==> src/hw/ncs_pkg.sv <==
// ncs_pkg: constants, opcodes, register map and state types for the
// host-side controller of a multi-level-cell nand flash die.
// assumes a 250 mhz pclk and a die driven over its own 8-bit bus pins.
package ncs_pkg;

  // opcodes the controller recognises while guarding command order
  localparam logic [7:0] OP_READ_STATUS = 8'h70; // plain status read
  localparam logic [7:0] OP_MP_STATUS_A = 8'h78; // per-plane status read
  localparam logic [7:0] OP_MP_STATUS_B = 8'h75; // alternate status read
  localparam logic [7:0] OP_RESET       = 8'hff; // abort and clear
  localparam logic [7:0] OP_SERIAL_IN   = 8'h80; // first page data input
  localparam logic [7:0] OP_PLANE2_IN   = 8'h81; // second plane data input
  localparam logic [7:0] OP_DUMMY_CFM   = 8'h11; // dummy program confirm
  localparam logic [7:0] OP_PROG_CFM    = 8'h10; // program confirm
  localparam logic [7:0] OP_CACHE_CFM   = 8'h15; // cache program confirm
  localparam logic [7:0] OP_RAND_IN     = 8'h85; // copy-back / random input

  // status byte bit positions
  localparam int SB_CUR_FAIL  = 0; // current page fail
  localparam int SB_PREV_FAIL = 1; // previous page fail
  localparam int SB_ARRAY_RDY = 5; // array ready
  localparam int SB_CACHE_RDY = 6; // cache ready

  // five address cycles: two column, then page byte, then plane byte
  localparam logic [2:0] ADDR_CYCLES    = 3'h5;
  localparam logic [2:0] ADDR_PAGE_IDX  = 3'h2; // carries page bits
  localparam logic [2:0] ADDR_PLANE_IDX = 3'h3; // low bit is plane select
  localparam int         ADDR_PLANE_BIT = 0;

  // apb register map, byte addresses
  localparam int         ADDR_W    = 8;
  localparam logic [7:0] REG_CMD   = 8'h00; // issue one bus cycle
  localparam logic [7:0] REG_STAT  = 8'h04; // flags and status view
  localparam logic [7:0] REG_RDATA = 8'h08; // last byte read
  localparam logic [7:0] REG_TMO   = 8'h0c; // ready wait limit, cycles

  // command register fields
  localparam int CMD_VAL_LSB  = 0;
  localparam int CMD_KIND_LSB = 8;

  // status register bit positions
  localparam int ST_BUSY       = 0;
  localparam int ST_RB_RDY     = 1;
  localparam int ST_ORDER_ERR  = 2;
  localparam int ST_PLANE_ERR  = 3;
  localparam int ST_TMO_ERR    = 4;
  localparam int ST_IN_DUMMY   = 5;
  localparam int ST_ARRAY_RDY  = 6;
  localparam int ST_CACHE_RDY  = 7;
  localparam int ST_CUR_FAIL   = 8;
  localparam int ST_PREV_FAIL  = 9;

  // timing
  localparam int CLK_PERIOD_NS = 4;
  localparam int T_WB_NS       = 100; // confirm to busy settle, least
  localparam int WB_CYC = (T_WB_NS + CLK_PERIOD_NS - 1) / CLK_PERIOD_NS;
  localparam int T_TMO_US      = 5000; // default ready wait limit
  localparam int TMO_CYC = (T_TMO_US * 1000) / CLK_PERIOD_NS;
  localparam int STROBE_DIV    = 5;   // pclk cycles per strobe phase

  // kinds of bus cycle that software may request
  typedef enum logic [2:0] {
    K_CMD   = 3'b000,
    K_ADDR  = 3'b001,
    K_WDATA = 3'b010,
    K_RDATA = 3'b011,
    K_WAIT  = 3'b100
  } ncs_kind_t;

  typedef enum logic [2:0] {
    ST_IDLE   = 3'b000,
    ST_SETUP  = 3'b001,
    ST_HOLD   = 3'b010,
    ST_WAITWB = 3'b011,
    ST_POLL   = 3'b100
  } ncs_st_t;

  // pins toward the die
  typedef struct packed {
    logic       ce_n;
    logic       cle;
    logic       ale;
    logic       we_n;
    logic       read_strobe_n;
    logic [7:0] io_o;
    logic       io_oe;
  } ncs_pins_t;

  localparam ncs_pins_t PINS_IDLE = '{ce_n: 1'b1, cle: 1'b0, ale: 1'b0,
    we_n: 1'b1, read_strobe_n: 1'b1, io_o: 8'h00, io_oe: 1'b0};

  // status reads and reset are legal whatever the die is doing
  function automatic logic is_stat_rst(input logic [7:0] op);
    return op == OP_READ_STATUS || op == OP_MP_STATUS_A ||
           op == OP_MP_STATUS_B || op == OP_RESET;
  endfunction

endpackage

==> src/hw/ncs_host_ctl.sv <==
// ncs_host_ctl: apb-driven controller that issues command, address and
// data cycles to a nand die, polls ready/busy and guards command order.
// assumes the die's io and ready/busy pins are synchronous to pclk and the
// bench resolves the shared io wire from io_oe.
// How it works
// RULE1: current page result read on status bit 0
// RULE2: previous page result on status bit 1
// RULE3: bit 0 trusted only when array ready
// RULE4: bit 1 trusted only when cache ready
// RULE5: first two-plane page must select plane 0
// RULE6: after dummy confirm, 81h selects plane 1
// RULE7: 15h starts pair; sequence ends with 10h
// RULE8: 70h, 78h, 75h read status after confirm
// RULE9: between 11h and 81h only status/reset
// RULE10: both planes share page bits except plane
// RULE11: 35h loads whole source page for readback
// RULE12: copy-back starts 85h, programs after 10h
// RULE13: 85h random input edits buffered copy data
// RULE14: 70h allowed once programming has started
// RULE15: status keeps coming until next command
// RULE16: two-plane copy-back programs both pages together
// RULE17: erase takes two block address cycles
// RULE18: erase begins at d0h confirm strobe edge
// RULE19: during erase only status and reset
// RULE20: erase done on pin; bit 0 result
// RULE21: status reads accepted during dummy busy
// RULE22: ffh aborts, clears, pulls pin busy
// RULE23: die drives io only when chip and read low
// RULE24: wait for ready before other commands
// RULE25: bound the ready wait, report expiry
//
// Our own choices: the address map and the APB register port.
`timescale 1ns/10ps
module ncs_host_ctl
  import ncs_pkg::*;
#(
  parameter int TMO_RESET = TMO_CYC, // default ready wait limit
  parameter int DIV       = STROBE_DIV // pclk cycles per strobe phase
) (
  input  wire logic              pclk,
  input  wire logic              presetn,
  input  wire logic              psel,
  input  wire logic              penable,
  input  wire logic              pwrite,
  input  wire logic [ADDR_W-1:0] paddr,
  input  wire logic [31:0]       pwdata,
  output logic      [31:0]       prdata,
  output logic                   pready,
  output logic                   pslverr,
  output ncs_pins_t              nand_o,
  input  wire logic [7:0]        nand_io_i,
  input  wire logic              nand_rb_n
);

  // whole controller state in one record
  typedef struct packed {
    ncs_st_t    st;        // bus cycle sequencer
    ncs_kind_t  kind;      // kind of cycle in flight
    logic [7:0] val;       // byte of cycle in flight
    ncs_pins_t  pins;      // registered pin drive
    logic [7:0] rdata;     // last byte read from the die
    logic       order_err; // sticky: refused out-of-order cycle
    logic       plane_err; // sticky: refused bad plane/page address
    logic       tmo_err;   // sticky: ready wait expired
    logic       in_dummy;  // between dummy confirm and 81h
    logic [1:0] seq;       // 0 none, 1 after 80h, 2 after 81h
    logic [2:0] adr_idx;   // address cycles sent since 80h/81h
    logic [7:0] page;      // page byte of the first plane
    logic [31:0] cnt;      // settle and wait counter
    logic [31:0] tmo_lim;  // ready wait limit in pclk cycles
  } ncs_ctl_t;

  ncs_ctl_t   s_q, s_d;
  logic       tick;      // strobe phase boundary
  logic       wr;        // apb write access phase
  logic       go;        // command register write while idle
  logic       ord_bad;   // request breaks command order
  logic       plane_bad; // request breaks plane addressing
  ncs_kind_t  rq_kind;   // requested cycle kind
  logic [7:0] rq_val;    // requested byte

  ncs_strobe_div #(.DIV(DIV)) u_div (
    .pclk    (pclk),
    .presetn (presetn),
    .run     (s_q.st == ST_SETUP || s_q.st == ST_HOLD),
    .tick    (tick)
  );

  assign rq_kind = ncs_kind_t'(pwdata[CMD_KIND_LSB +: 3]);
  assign rq_val  = pwdata[CMD_VAL_LSB +: 8];
  assign wr      = psel && penable && pwrite;
  assign go      = wr && paddr == REG_CMD && s_q.st == ST_IDLE;
  // zero wait states: every access completes in its first access cycle
  assign pready  = 1'b1;
  assign nand_o  = s_q.pins;

  // order guard, judged against the pin and sequence state at request time
  always_comb begin
    ord_bad = 1'b0;
    case (rq_kind)
      K_CMD: begin
        if (!nand_rb_n && !is_stat_rst(rq_val)) begin
          ord_bad = 1'b1; // [RULE24] [RULE19]
        end else if (s_q.in_dummy && !is_stat_rst(rq_val) &&
                     rq_val != OP_PLANE2_IN) begin
          ord_bad = 1'b1; // [RULE9]
        end else if (rq_val == OP_PLANE2_IN && !s_q.in_dummy) begin
          ord_bad = 1'b1; // [RULE6]
        end
      end
      K_ADDR, K_WDATA: ord_bad = !nand_rb_n; // [RULE24]
      K_RDATA, K_WAIT: ord_bad = 1'b0; // status polls stay legal
      default: ord_bad = 1'b1; // unknown kind is never sent
    endcase
  end

  // plane guard on the plane and page address cycles
  always_comb begin
    plane_bad = 1'b0;
    if (rq_kind == K_ADDR) begin
      if (s_q.seq == 2'd1 && s_q.adr_idx == ADDR_PLANE_IDX &&
          rq_val[ADDR_PLANE_BIT]) begin
        plane_bad = 1'b1; // [RULE5]
      end
      if (s_q.seq == 2'd2 && s_q.adr_idx == ADDR_PLANE_IDX &&
          !rq_val[ADDR_PLANE_BIT]) begin
        plane_bad = 1'b1; // [RULE6]
      end
      if (s_q.seq == 2'd2 && s_q.adr_idx == ADDR_PAGE_IDX &&
          rq_val != s_q.page) begin
        plane_bad = 1'b1; // [RULE10]
      end
    end
  end

  // next state: register writes, sequencer, flags (set beats clear)
  always_comb begin
    s_d = s_q;
    // write-one-to-clear first, so a set below in the same cycle wins
    if (wr && paddr == REG_STAT) begin
      if (pwdata[ST_ORDER_ERR]) s_d.order_err = 1'b0;
      if (pwdata[ST_PLANE_ERR]) s_d.plane_err = 1'b0;
      if (pwdata[ST_TMO_ERR])   s_d.tmo_err   = 1'b0;
    end
    if (wr && paddr == REG_TMO) begin
      s_d.tmo_lim = pwdata;
    end
    case (s_q.st)
      ST_IDLE: begin
        if (go && ord_bad) begin
          s_d.order_err = 1'b1;
        end else if (go && plane_bad) begin
          s_d.plane_err = 1'b1;
        end else if (go) begin
          s_d.kind = rq_kind;
          s_d.val  = rq_val;
          s_d.cnt  = '0;
          if (rq_kind == K_WAIT) begin
            s_d.st = ST_WAITWB;
          end else begin
            s_d.st                 = ST_SETUP;
            s_d.pins.ce_n          = 1'b0;
            s_d.pins.cle           = rq_kind == K_CMD;
            s_d.pins.ale           = rq_kind == K_ADDR;
            s_d.pins.io_o          = rq_val;
            // die owns io while it drives a read cycle [RULE23]
            s_d.pins.io_oe         = rq_kind != K_RDATA;
            s_d.pins.we_n          = rq_kind == K_RDATA;
            s_d.pins.read_strobe_n = rq_kind != K_RDATA;
          end
          if (rq_kind == K_CMD) begin
            case (rq_val)
              OP_SERIAL_IN: begin
                s_d.seq      = 2'd1;
                s_d.adr_idx  = '0;
                s_d.in_dummy = 1'b0;
              end
              OP_PLANE2_IN: begin
                s_d.seq      = 2'd2;
                s_d.adr_idx  = '0;
                s_d.in_dummy = 1'b0; // [RULE6]
              end
              OP_DUMMY_CFM: s_d.in_dummy = 1'b1; // [RULE9]
              OP_PROG_CFM, OP_CACHE_CFM, OP_RESET: begin
                s_d.seq      = 2'd0; // [RULE7]
                s_d.in_dummy = 1'b0;
              end
              OP_READ_STATUS, OP_MP_STATUS_A, OP_MP_STATUS_B,
              OP_RAND_IN: s_d.seq = s_q.seq; // [RULE13]
              default: s_d.seq = 2'd0;
            endcase
          end
          if (rq_kind == K_ADDR && s_q.adr_idx < ADDR_CYCLES) begin
            s_d.adr_idx = s_q.adr_idx + 3'h1;
            if (s_q.seq == 2'd1 && s_q.adr_idx == ADDR_PAGE_IDX) begin
              s_d.page = rq_val; // kept to check the second plane
            end
          end
        end
      end
      ST_SETUP: begin
        if (tick) begin
          // rising strobe latches the byte; read samples before rising
          if (s_q.kind == K_RDATA) begin
            s_d.rdata              = nand_io_i; // [RULE1] [RULE2]
            s_d.pins.read_strobe_n = 1'b1;
          end else begin
            s_d.pins.we_n = 1'b1; // [RULE12]
          end
          s_d.st = ST_HOLD;
        end
      end
      ST_HOLD: begin
        if (tick) begin
          s_d.pins = PINS_IDLE;
          s_d.st   = ST_IDLE;
        end
      end
      ST_WAITWB: begin
        // the pin may lag the confirm; do not trust it until settled
        s_d.cnt = s_q.cnt + 32'h1;
        if (s_q.cnt == 32'(WB_CYC - 1)) begin
          s_d.cnt = '0;
          s_d.st  = ST_POLL;
        end
      end
      ST_POLL: begin
        if (nand_rb_n) begin
          s_d.st = ST_IDLE; // [RULE3] [RULE4]
        end else if (s_q.cnt >= s_q.tmo_lim) begin
          s_d.tmo_err = 1'b1; // [RULE25]
          s_d.st      = ST_IDLE;
        end else begin
          s_d.cnt = s_q.cnt + 32'h1;
        end
      end
      default: s_d.st = ST_IDLE;
    endcase
  end

  // register read mux and error answer
  always_comb begin
    prdata  = '0;
    pslverr = 1'b0;
    case (paddr)
      REG_CMD: begin
        prdata[CMD_VAL_LSB +: 8]  = s_q.val;
        prdata[CMD_KIND_LSB +: 3] = s_q.kind;
        // a request while a cycle is in flight is refused, not queued
        pslverr = psel && pwrite && s_q.st != ST_IDLE;
      end
      REG_STAT: begin
        prdata[ST_BUSY]      = s_q.st != ST_IDLE;
        prdata[ST_RB_RDY]    = nand_rb_n;
        prdata[ST_ORDER_ERR] = s_q.order_err;
        prdata[ST_PLANE_ERR] = s_q.plane_err;
        prdata[ST_TMO_ERR]   = s_q.tmo_err;
        prdata[ST_IN_DUMMY]  = s_q.in_dummy;
        prdata[ST_ARRAY_RDY] = s_q.rdata[SB_ARRAY_RDY];
        prdata[ST_CACHE_RDY] = s_q.rdata[SB_CACHE_RDY];
        // fail bits masked until their ready bit vouches for them
        prdata[ST_CUR_FAIL]  = s_q.rdata[SB_ARRAY_RDY] &&
                               s_q.rdata[SB_CUR_FAIL]; // [RULE3]
        prdata[ST_PREV_FAIL] = s_q.rdata[SB_CACHE_RDY] &&
                               s_q.rdata[SB_PREV_FAIL]; // [RULE4]
      end
      REG_RDATA: prdata[7:0] = s_q.rdata;
      REG_TMO:   prdata      = s_q.tmo_lim;
      default:   pslverr     = psel; // unmapped address
    endcase
  end

  always_ff @(posedge pclk or negedge presetn) begin
    if (!presetn) begin
      s_q         <= '0;
      s_q.st      <= ST_IDLE;
      s_q.pins    <= PINS_IDLE;
      s_q.tmo_lim <= 32'(TMO_RESET);
    end else begin
      s_q <= s_d;
    end
  end

  a_busy_cmd_block: assert property (@(posedge pclk) disable iff (!presetn)
    go && rq_kind == K_CMD && !nand_rb_n && !is_stat_rst(rq_val)
    |=> s_q.st == ST_IDLE && s_q.order_err) // [RULE24]
    else $error("command sent while die busy");

  a_dummy_order: assert property (@(posedge pclk) disable iff (!presetn)
    go && s_q.in_dummy && rq_kind == K_CMD && nand_rb_n &&
    !is_stat_rst(rq_val) && rq_val != OP_PLANE2_IN
    |=> s_q.order_err && s_q.pins.we_n) // [RULE9]
    else $error("illegal command between dummy confirm and 81h");

  a_plane_first: assert property (@(posedge pclk) disable iff (!presetn)
    go && rq_kind == K_ADDR && s_q.seq == 2'd1 && nand_rb_n &&
    s_q.adr_idx == ADDR_PLANE_IDX && rq_val[ADDR_PLANE_BIT]
    |=> s_q.plane_err && !s_q.pins.ale) // [RULE5]
    else $error("first page sent to plane 1");

  a_plane_second: assert property (@(posedge pclk) disable iff (!presetn)
    go && rq_kind == K_ADDR && s_q.seq == 2'd2 && nand_rb_n &&
    s_q.adr_idx == ADDR_PLANE_IDX && !rq_val[ADDR_PLANE_BIT]
    |=> s_q.plane_err && s_q.st == ST_IDLE) // [RULE6]
    else $error("second page sent to plane 0");

  a_page_match: assert property (@(posedge pclk) disable iff (!presetn)
    s_q.pins.ale && s_q.seq == 2'd2 && s_q.adr_idx == ADDR_PLANE_IDX &&
    s_q.st == ST_SETUP |-> s_q.val == s_q.page) // [RULE10]
    else $error("plane pages differ in page bits");

  a_read_drive: assert property (@(posedge pclk) disable iff (!presetn)
    !s_q.pins.read_strobe_n |-> !s_q.pins.ce_n && !s_q.pins.io_oe)
    // [RULE23]
    else $error("io driven during read cycle");

  a_tmo_bound: assert property (@(posedge pclk) disable iff (!presetn)
    s_q.st == ST_POLL && !nand_rb_n && s_q.cnt >= s_q.tmo_lim
    |=> s_q.tmo_err && s_q.st == ST_IDLE) // [RULE25]
    else $error("ready wait not ended at limit");

  a_rb_ready_exit: assert property (@(posedge pclk) disable iff (!presetn)
    s_q.st == ST_POLL && nand_rb_n
    |=> s_q.st == ST_IDLE && !$rose(s_q.tmo_err)) // [RULE3]
    else $error("ready not honoured");

  a_we_strobe: assert property (@(posedge pclk) disable iff (!presetn)
    $rose(s_q.pins.we_n) |-> !s_q.pins.ce_n && s_q.pins.io_oe &&
    $stable(s_q.pins.io_o) && $stable(s_q.pins.cle)) // [RULE12]
    else $error("byte not held across strobe rise");

endmodule

==> src/hw/ncs_strobe_div.sv <==
// ncs_strobe_div: one-cycle tick every DIV pclk cycles while run is high.
// assumes run rises at the start of a bus cycle; the count restarts when
// run is low so every phase lasts a full DIV cycles.
`timescale 1ns/10ps
module ncs_strobe_div
  import ncs_pkg::*;
#(
  parameter int DIV = STROBE_DIV
) (
  input  wire logic pclk,
  input  wire logic presetn,
  input  wire logic run,
  output logic      tick
);

  typedef struct packed {
    logic [7:0] cnt; // cycles since last tick
  } ncs_div_t;

  localparam logic [7:0] LAST = 8'(DIV - 1);

  ncs_div_t s_q, s_d;

  // count up while running, wrap on the tick
  always_comb begin
    s_d = s_q;
    if (!run || s_q.cnt == LAST) begin
      s_d.cnt = 8'h00;
    end else begin
      s_d.cnt = s_q.cnt + 8'h01;
    end
  end

  assign tick = run && s_q.cnt == LAST;

  always_ff @(posedge pclk or negedge presetn) begin
    if (!presetn) begin
      s_q <= '0;
    end else begin
      s_q <= s_d;
    end
  end

endmodule

==> config.mk <==
export PLATFORM = sky130hd
export DESIGN_NAME = ncs_host_ctl
export DESIGN_NICKNAME = d
export VERILOG_FILES = /design/src/hw/ncs_pkg.sv /design/src/hw/ncs_host_ctl.sv /design/src/hw/ncs_strobe_div.sv
export SDC_FILE = /design/constraint.sdc
export NUM_CORES = 1
export LEC_CHECK = 0
export BUFFER_PORTS_ARGS = -buffer_cell sky130_fd_sc_hd__buf_2
export CAP_MARGIN = 20
export CORE_MARGIN = 10
export CORE_UTILIZATION = 60
export CTS_BUF_LIST = sky130_fd_sc_hd__clkbuf_16
export DETAILED_ROUTE_END_ITERATION = 10
export MAX_ROUTING_LAYER = met4
export PLACE_DENSITY_LB_ADDON = 0.12
export RECOVER_POWER = 100
export SYNTH_ARGS = -nofsm -noshare
export SYNTH_HDL_FRONTEND = slang
export SYNTH_HIERARCHICAL = 1
export SYNTH_SLANG_ARGS = --single-unit
==> constraint.sdc <==
create_clock -name pclk -period 4.74 [get_ports pclk]
set_input_delay 0.474 -clock pclk [delete_from_list [all_inputs] [get_ports pclk]]
set_output_delay 0.474 -clock pclk [all_outputs]
set_load 0.02 [all_outputs]
After elaboration in Yosys (flattened, before gate mapping)
Cells that the tools add are included.
{"block": "totals", "latch_bits": 0, "ff_bits": 125, "elab_cells": 190, "n_memories": 0, "romBits": 0, "in_bits": 54, "mem_bits_rw": 0, "output_inout_bits": 48}
{"block": "op_classes", "shift": 0, "reduce_logical": 62, "order_cmp": 2, "n_mux": 56, "mul": 0, "n_addsub": 3, "bitwise": 3, "eq_ne": 43, "div": 0}
{"op": "$mux W32", "count": 6}
{"op": "$pmux W32 S3", "count": 1}
{"op": "$mux W28", "count": 3}
{"op": "$reduce_and A6 Y1", "count": 6}
{"op": "$add A32 B1 Y32 const B", "count": 1}
{"op": "$eq A32 B5 Y1 const B", "count": 1}
{"op": "$eq A8 B8 Y1 const B", "count": 4}
{"op": "$ge A32 B32 Y1", "count": 1}
{"op": "$pmux W8 S4", "count": 1}
{"op": "$mux W14", "count": 2}
{"op": "$logic_and A1 B1 Y1", "count": 25}
{"op": "$eq A8 B5 Y1 const B", "count": 3}
{"op": "$eq A8 B7 Y1 const B", "count": 3}
{"op": "$mux W3", "count": 8}
{"op": "$eq A3 B2 Y1 const B", "count": 7}
{"op": "$mux W21", "count": 1}
{"op": "$ne A2 B2 Y1 const B", "count": 10}
{"op": "$mux W1", "count": 18}
{"op": "$pmux W2 S3", "count": 3}
{"op": "$pmux W9 S2", "count": 1}
{"op": "$eq A8 B3 Y1 const B", "count": 2}
{"op": "$eq A8 B4 Y1 const B", "count": 2}
{"op": "$mux W8", "count": 2}
{"op": "$reduce_and A8 Y1", "count": 2}
{"op": "other kinds (31)", "count": 56}

Logic depth before layout (Yosys ltp)
{"block": "depth", "ltp_word": 13, "mapped_depth": 11}

By module
The synthesis kept the hierarchy.
{"module": "ncs_host_ctl", "area_each_um2": 7354.6, "n_inst": 1, "cells_each": 754, "seq_area_each_um2": 2941.6}
{"module": "ncs_strobe_div", "area_each_um2": 399.1, "n_inst": 1, "cells_each": 42, "seq_area_each_um2": 200.2}

Worst setup path after synthesis
Ideal clock, no wire load.
{"block": "synth_path", "kind": "flip-flop to flip-flop", "start": "register s_q[12] (netlist bit)", "end": "register s_q[36] (netlist bit)", "arrival_ns": 2.803, "stages_incl_launch_ff": 11, "setup_time_ns": 0.121, "slack_ns": 1.816, "path_buffers": 1, "synth_period_minus_slack_ns": 2.924, "path_cell_list": "dfstp_2 -> inv_1 -> ha_1 -> nand4_1 -> nor3_1 -> or4b_2 -> a31oi_1 -> o311a_1 -> buf_1 -> nor4b_1 -> o22a_1"}
{"block": "synth_via", "elab_chain_cells": 3}
{"element": "start, declared", "line_no": "ncs_host_ctl.sv:73", "source": "ncs_ctl_t s_q, s_d;"}
{"element": "$ge A32 B32 Y1", "line_no": "ncs_host_ctl.sv:230", "source": "end else if (s_q.cnt >= s_q.tmo_lim) begin"}
{"element": "$ne A2 B2 Y1 (no line)"}
{"element": "$reduce_and A6 Y1 (no line)"}
Every way passes these cells.
A chain may end at the register's enable or synchronous reset.

Final worst setup path
{"block": "layout_path", "start": "register s_q[115] (netlist bit)", "end": "register s_q (netlist bit nand_o[7])"}
{"block": "layout_via", "elab_chain_cells": 5, "word_cells_on_any_way": 16, "classes_between": "eq/ne (7); mux (1); reduce/logical (8)"}
{"element": "$eq A3 B1 Y1 or $eq A3 B2 Y1 (tied branches)", "line_no": "ncs_host_ctl.sv:85", "source": ".run (s_q.st == ST_SETUP || s_q.st == ST_HOLD),"}
{"element": "$logic_or A1 B1 Y1 *", "line_no": "ncs_host_ctl.sv:85"}
{"element": "$logic_and A1 B1 Y1 *", "line_no": "ncs_strobe_div.sv:34", "source": "assign tick = run && s_q.cnt == LAST;"}
{"element": "named net tick", "line_no": "ncs_host_ctl.sv:74", "source": "logic tick;"}
{"element": "$ne A2 B2 Y1 (no line) *"}
{"element": "$reduce_and A6 Y1 (no line) *"}
Mark *: on every way through the listed nets, which the timed path passes. The rest lies on a longest branch.

==> results.json <==
{
  "netlist_instances": 796,
  "drive_gt1_share_pct": 18.5,
  "clock_power_share_pct": 48.9,
  "drtIter0Drc": 802,
  "clockBufferDepth": 2,
  "routed_wl_um": 21600,
  "yosys_warnings": 6,
  "max-slew-margin-rel_pct": -69.8,
  "violations": "max-capacitance violations, max-slew violations",
  "avgSynthCellArea_um2": 9.74,
  "period_needed_ps": 3650,
  "ctsHoldBuffers": 0,
  "setup_viol": 0,
  "cts_setup_buffers": 0,
  "num_vias": 6789,
  "top_usage_layer": "met2",
  "rsz0062_at_grt": "false",
  "ys_types": 63,
  "design_area_um2": 8790,
  "dpl_cell_area_um2": 8240,
  "fin_crit_sh_pct": 77.0,
  "end_kind": "flop",
  "critPathKind": "flop to flop",
  "p_seq_share_pct": 39.8,
  "io_pins": 102,
  "cts.htree.levels": 4,
  "cts_resized": 0,
  "powerDensity_nw_per_um2": 327,
  "area_growth_pct": 13.4,
  "start_kind": "flop",
  "switching_share_pct": 25.4,
  "avgViaCountPerCell": 6.45,
  "synth-edff-count": 0,
  "dieArea_um2": 17900,
  "grt_overflow": 0,
  "irDropWorstVdd_uv": 315,
  "final_common_cell": "dfrtp_1",
  "slew_viol_final": 73,
  "clock-sinks": 125,
  "hold_viol_final": 0,
  "wl_per_cell_um": 20.5,
  "fp.dieW_um": 134,
  "initial_core_util_pct": 61.4,
  "cp_max_fo": 9,
  "gr-usage-met3_pct": 5.34,
  "clock.fmax_mhz": 274,
  "hold_path_class": "input port to flop",
  "grt_usage_pct": 25.1,
  "intPower_w": 0.00214,
  "first_global_vias": 6876,
  "cts_root_buf": "clkbuf_16",
  "power_switching_w": 0.000730,
  "async_flop_share_pct": 100,
  "use_met2_pct": 37.8,
  "arrival_ps": 3950,
  "post-route-drc-count": 0,
  "worstPathRequired_ps": 5040,
  "worst_pin_slew_ps": 2550,
  "fin_skew_ps": 7.64,
  "power.combinational.fraction_pct": 11.3,
  "nets": 961,
  "die_h_um": 134,
  "numCtsBuffers": 17,
  "grt_pass1_wl_um": 35600,
  "power_leakage_nw": 3.89,
  "clk_pin_slew_ps": 60,
  "use_met1_pct": 33.4,
  "gp_congestion": 0.934,
  "clk_latency_ps": 420,
  "first_pass_iters": 5,
  "layout_common_cells": "dfrtp_1, clkbuf_1, inv_1",
  "setup_tns_ps": 0,
  "ant_nets": 0,
  "grt_max_degree": 85,
  "ys_seq_elements": 125,
  "syn_area_um2": 7750,
  "drv_cap": 2,
  "cts_tree": "yes",
  "status": "finished with violations",
  "num_rows": 41,
  "ys.flop_type": "dfrtp_1",
  "seq_area_frac_synth_pct": 40.5,
  "dp_hpwl_um": 15600,
  "portBuffers": 100,
  "syn_nets": 889,
  "core-area_um2": 12600,
  "antenna_found_initial": 0,
  "num_antenna_cells": 0
}
## critical path, stage by stage, from the launching register on
cell,delay (ps)
dfrtp_1,500
xor2_1,210
nor2b_1,150
clkbuf_1,220
inv_1,90
nor3_1,700
nand2_1,130
a211oi_1,600
clkbuf_1,520
mux2_2,400
## cells in the mapped netlist (24+ instances only)
master      n  area [µm²]
ha_1       39         488
inv_1      51         191
dfrtp_1   114        2850
and3_1     26         163
mux2_2     51         574
clkbuf_1   29         109
o21ai_0    33         165
nor2_1     33         124
nor3_1     39         195
nand2_1    50         188
a21oi_1    42         210
or4_1      24         180
## metrics by stage
stage | total power [W] | setup WS (ps) | hold WS (ps) | utilization (%) | instances
after floorplan | 0.00136 | 1820 | 178 | - | 796
after global placement | 0.00148 | 1360 | 455 | 65.3 | 1019
after detailed placement | 0.00149 | 1250 | 468 | 65.3 | 1019
after CTS | 0.00289 | 1400 | 273 | 70.3 | 1051
after global routing | 0.00298 | 826 | 275 | 69.7 | 1053
final | 0.00287 | 1090 | 283 | 69.7 | 1053
## final timing paths
check	endpoint	slack, ps	cells past startpoint	from
max reg2reg	nand_o[7]$_DFFE_PN0P_	1090	9	s_q[115]$_DFFE_PN0P_
min in group asynchronous	s_q[109]$_DFFE_PN0P_	840	1	presetn
max	nand_o[7]$_DFFE_PN0P_	1090	9	s_q[115]$_DFFE_PN0P_
max in group asynchronous	s_q[0]$_DFFE_PN0P_	1640	3	presetn
min	s_q[27]$_DFFE_PN0P_	280	2	pwdata[27]
min reg2reg	s_q[106]$_DFFE_PN0P_	480	1	s_q[106]$_DFFE_PN0P_
## area by class of cell
| cell class | instances | area [µm²] |
|---|---|---|
| sequential | 125 | 3140 |
| timing repair buffer | 112 | 520 |
| fill | 1025 | 3830 |
| multi-input combinational | 561 | 4090 |
| clock inverter | 15 | 204 |
| clock buffer | 17 | 425 |
| tap | 172 | 215 |
| inverter | 51 | 191 |
## flip-flops by register name, indices dropped and copies added, names as in the netlist
name and flops:
nand_o 14, u_div/s_q 8, s_q 103
## routing by layer
metal,routed length [µm],up-vias
met5,0,-
met4,307,0
met2,10000,327
li1,-,3073
met3,1600,28
met1,9630,3361
## kinds of logic after synthesis
logic type | Yosys count | share of synthesized area (%)
XOR/XNOR | 13 | 1.47
adder cells (fa/ha/maj) | 39 | 6.29
AND/OR/NAND/NOR | 281 | 20.3
flip-flops | 125 | 40.5
other | 1 | 0.0484
multiplexers | 74 | 11.8
buffers and inverters | 110 | 6.52
AO/OA/AOI/OAI | 153 | 13.1
## power groups by stage
stage	logic [W]	registers (W)	clock network [W]
after CTS	0.000331	0.00114	0.00141
after floorplan	0.000223	0.00114	0
after global routing	0.000369	0.00115	0.00147
final	0.000326	0.00114	0.00141
after detailed placement	0.000328	0.00116	0
after global placement	0.000319	0.00116	0
No activity file was read; power rests on OpenSTA's default activity.
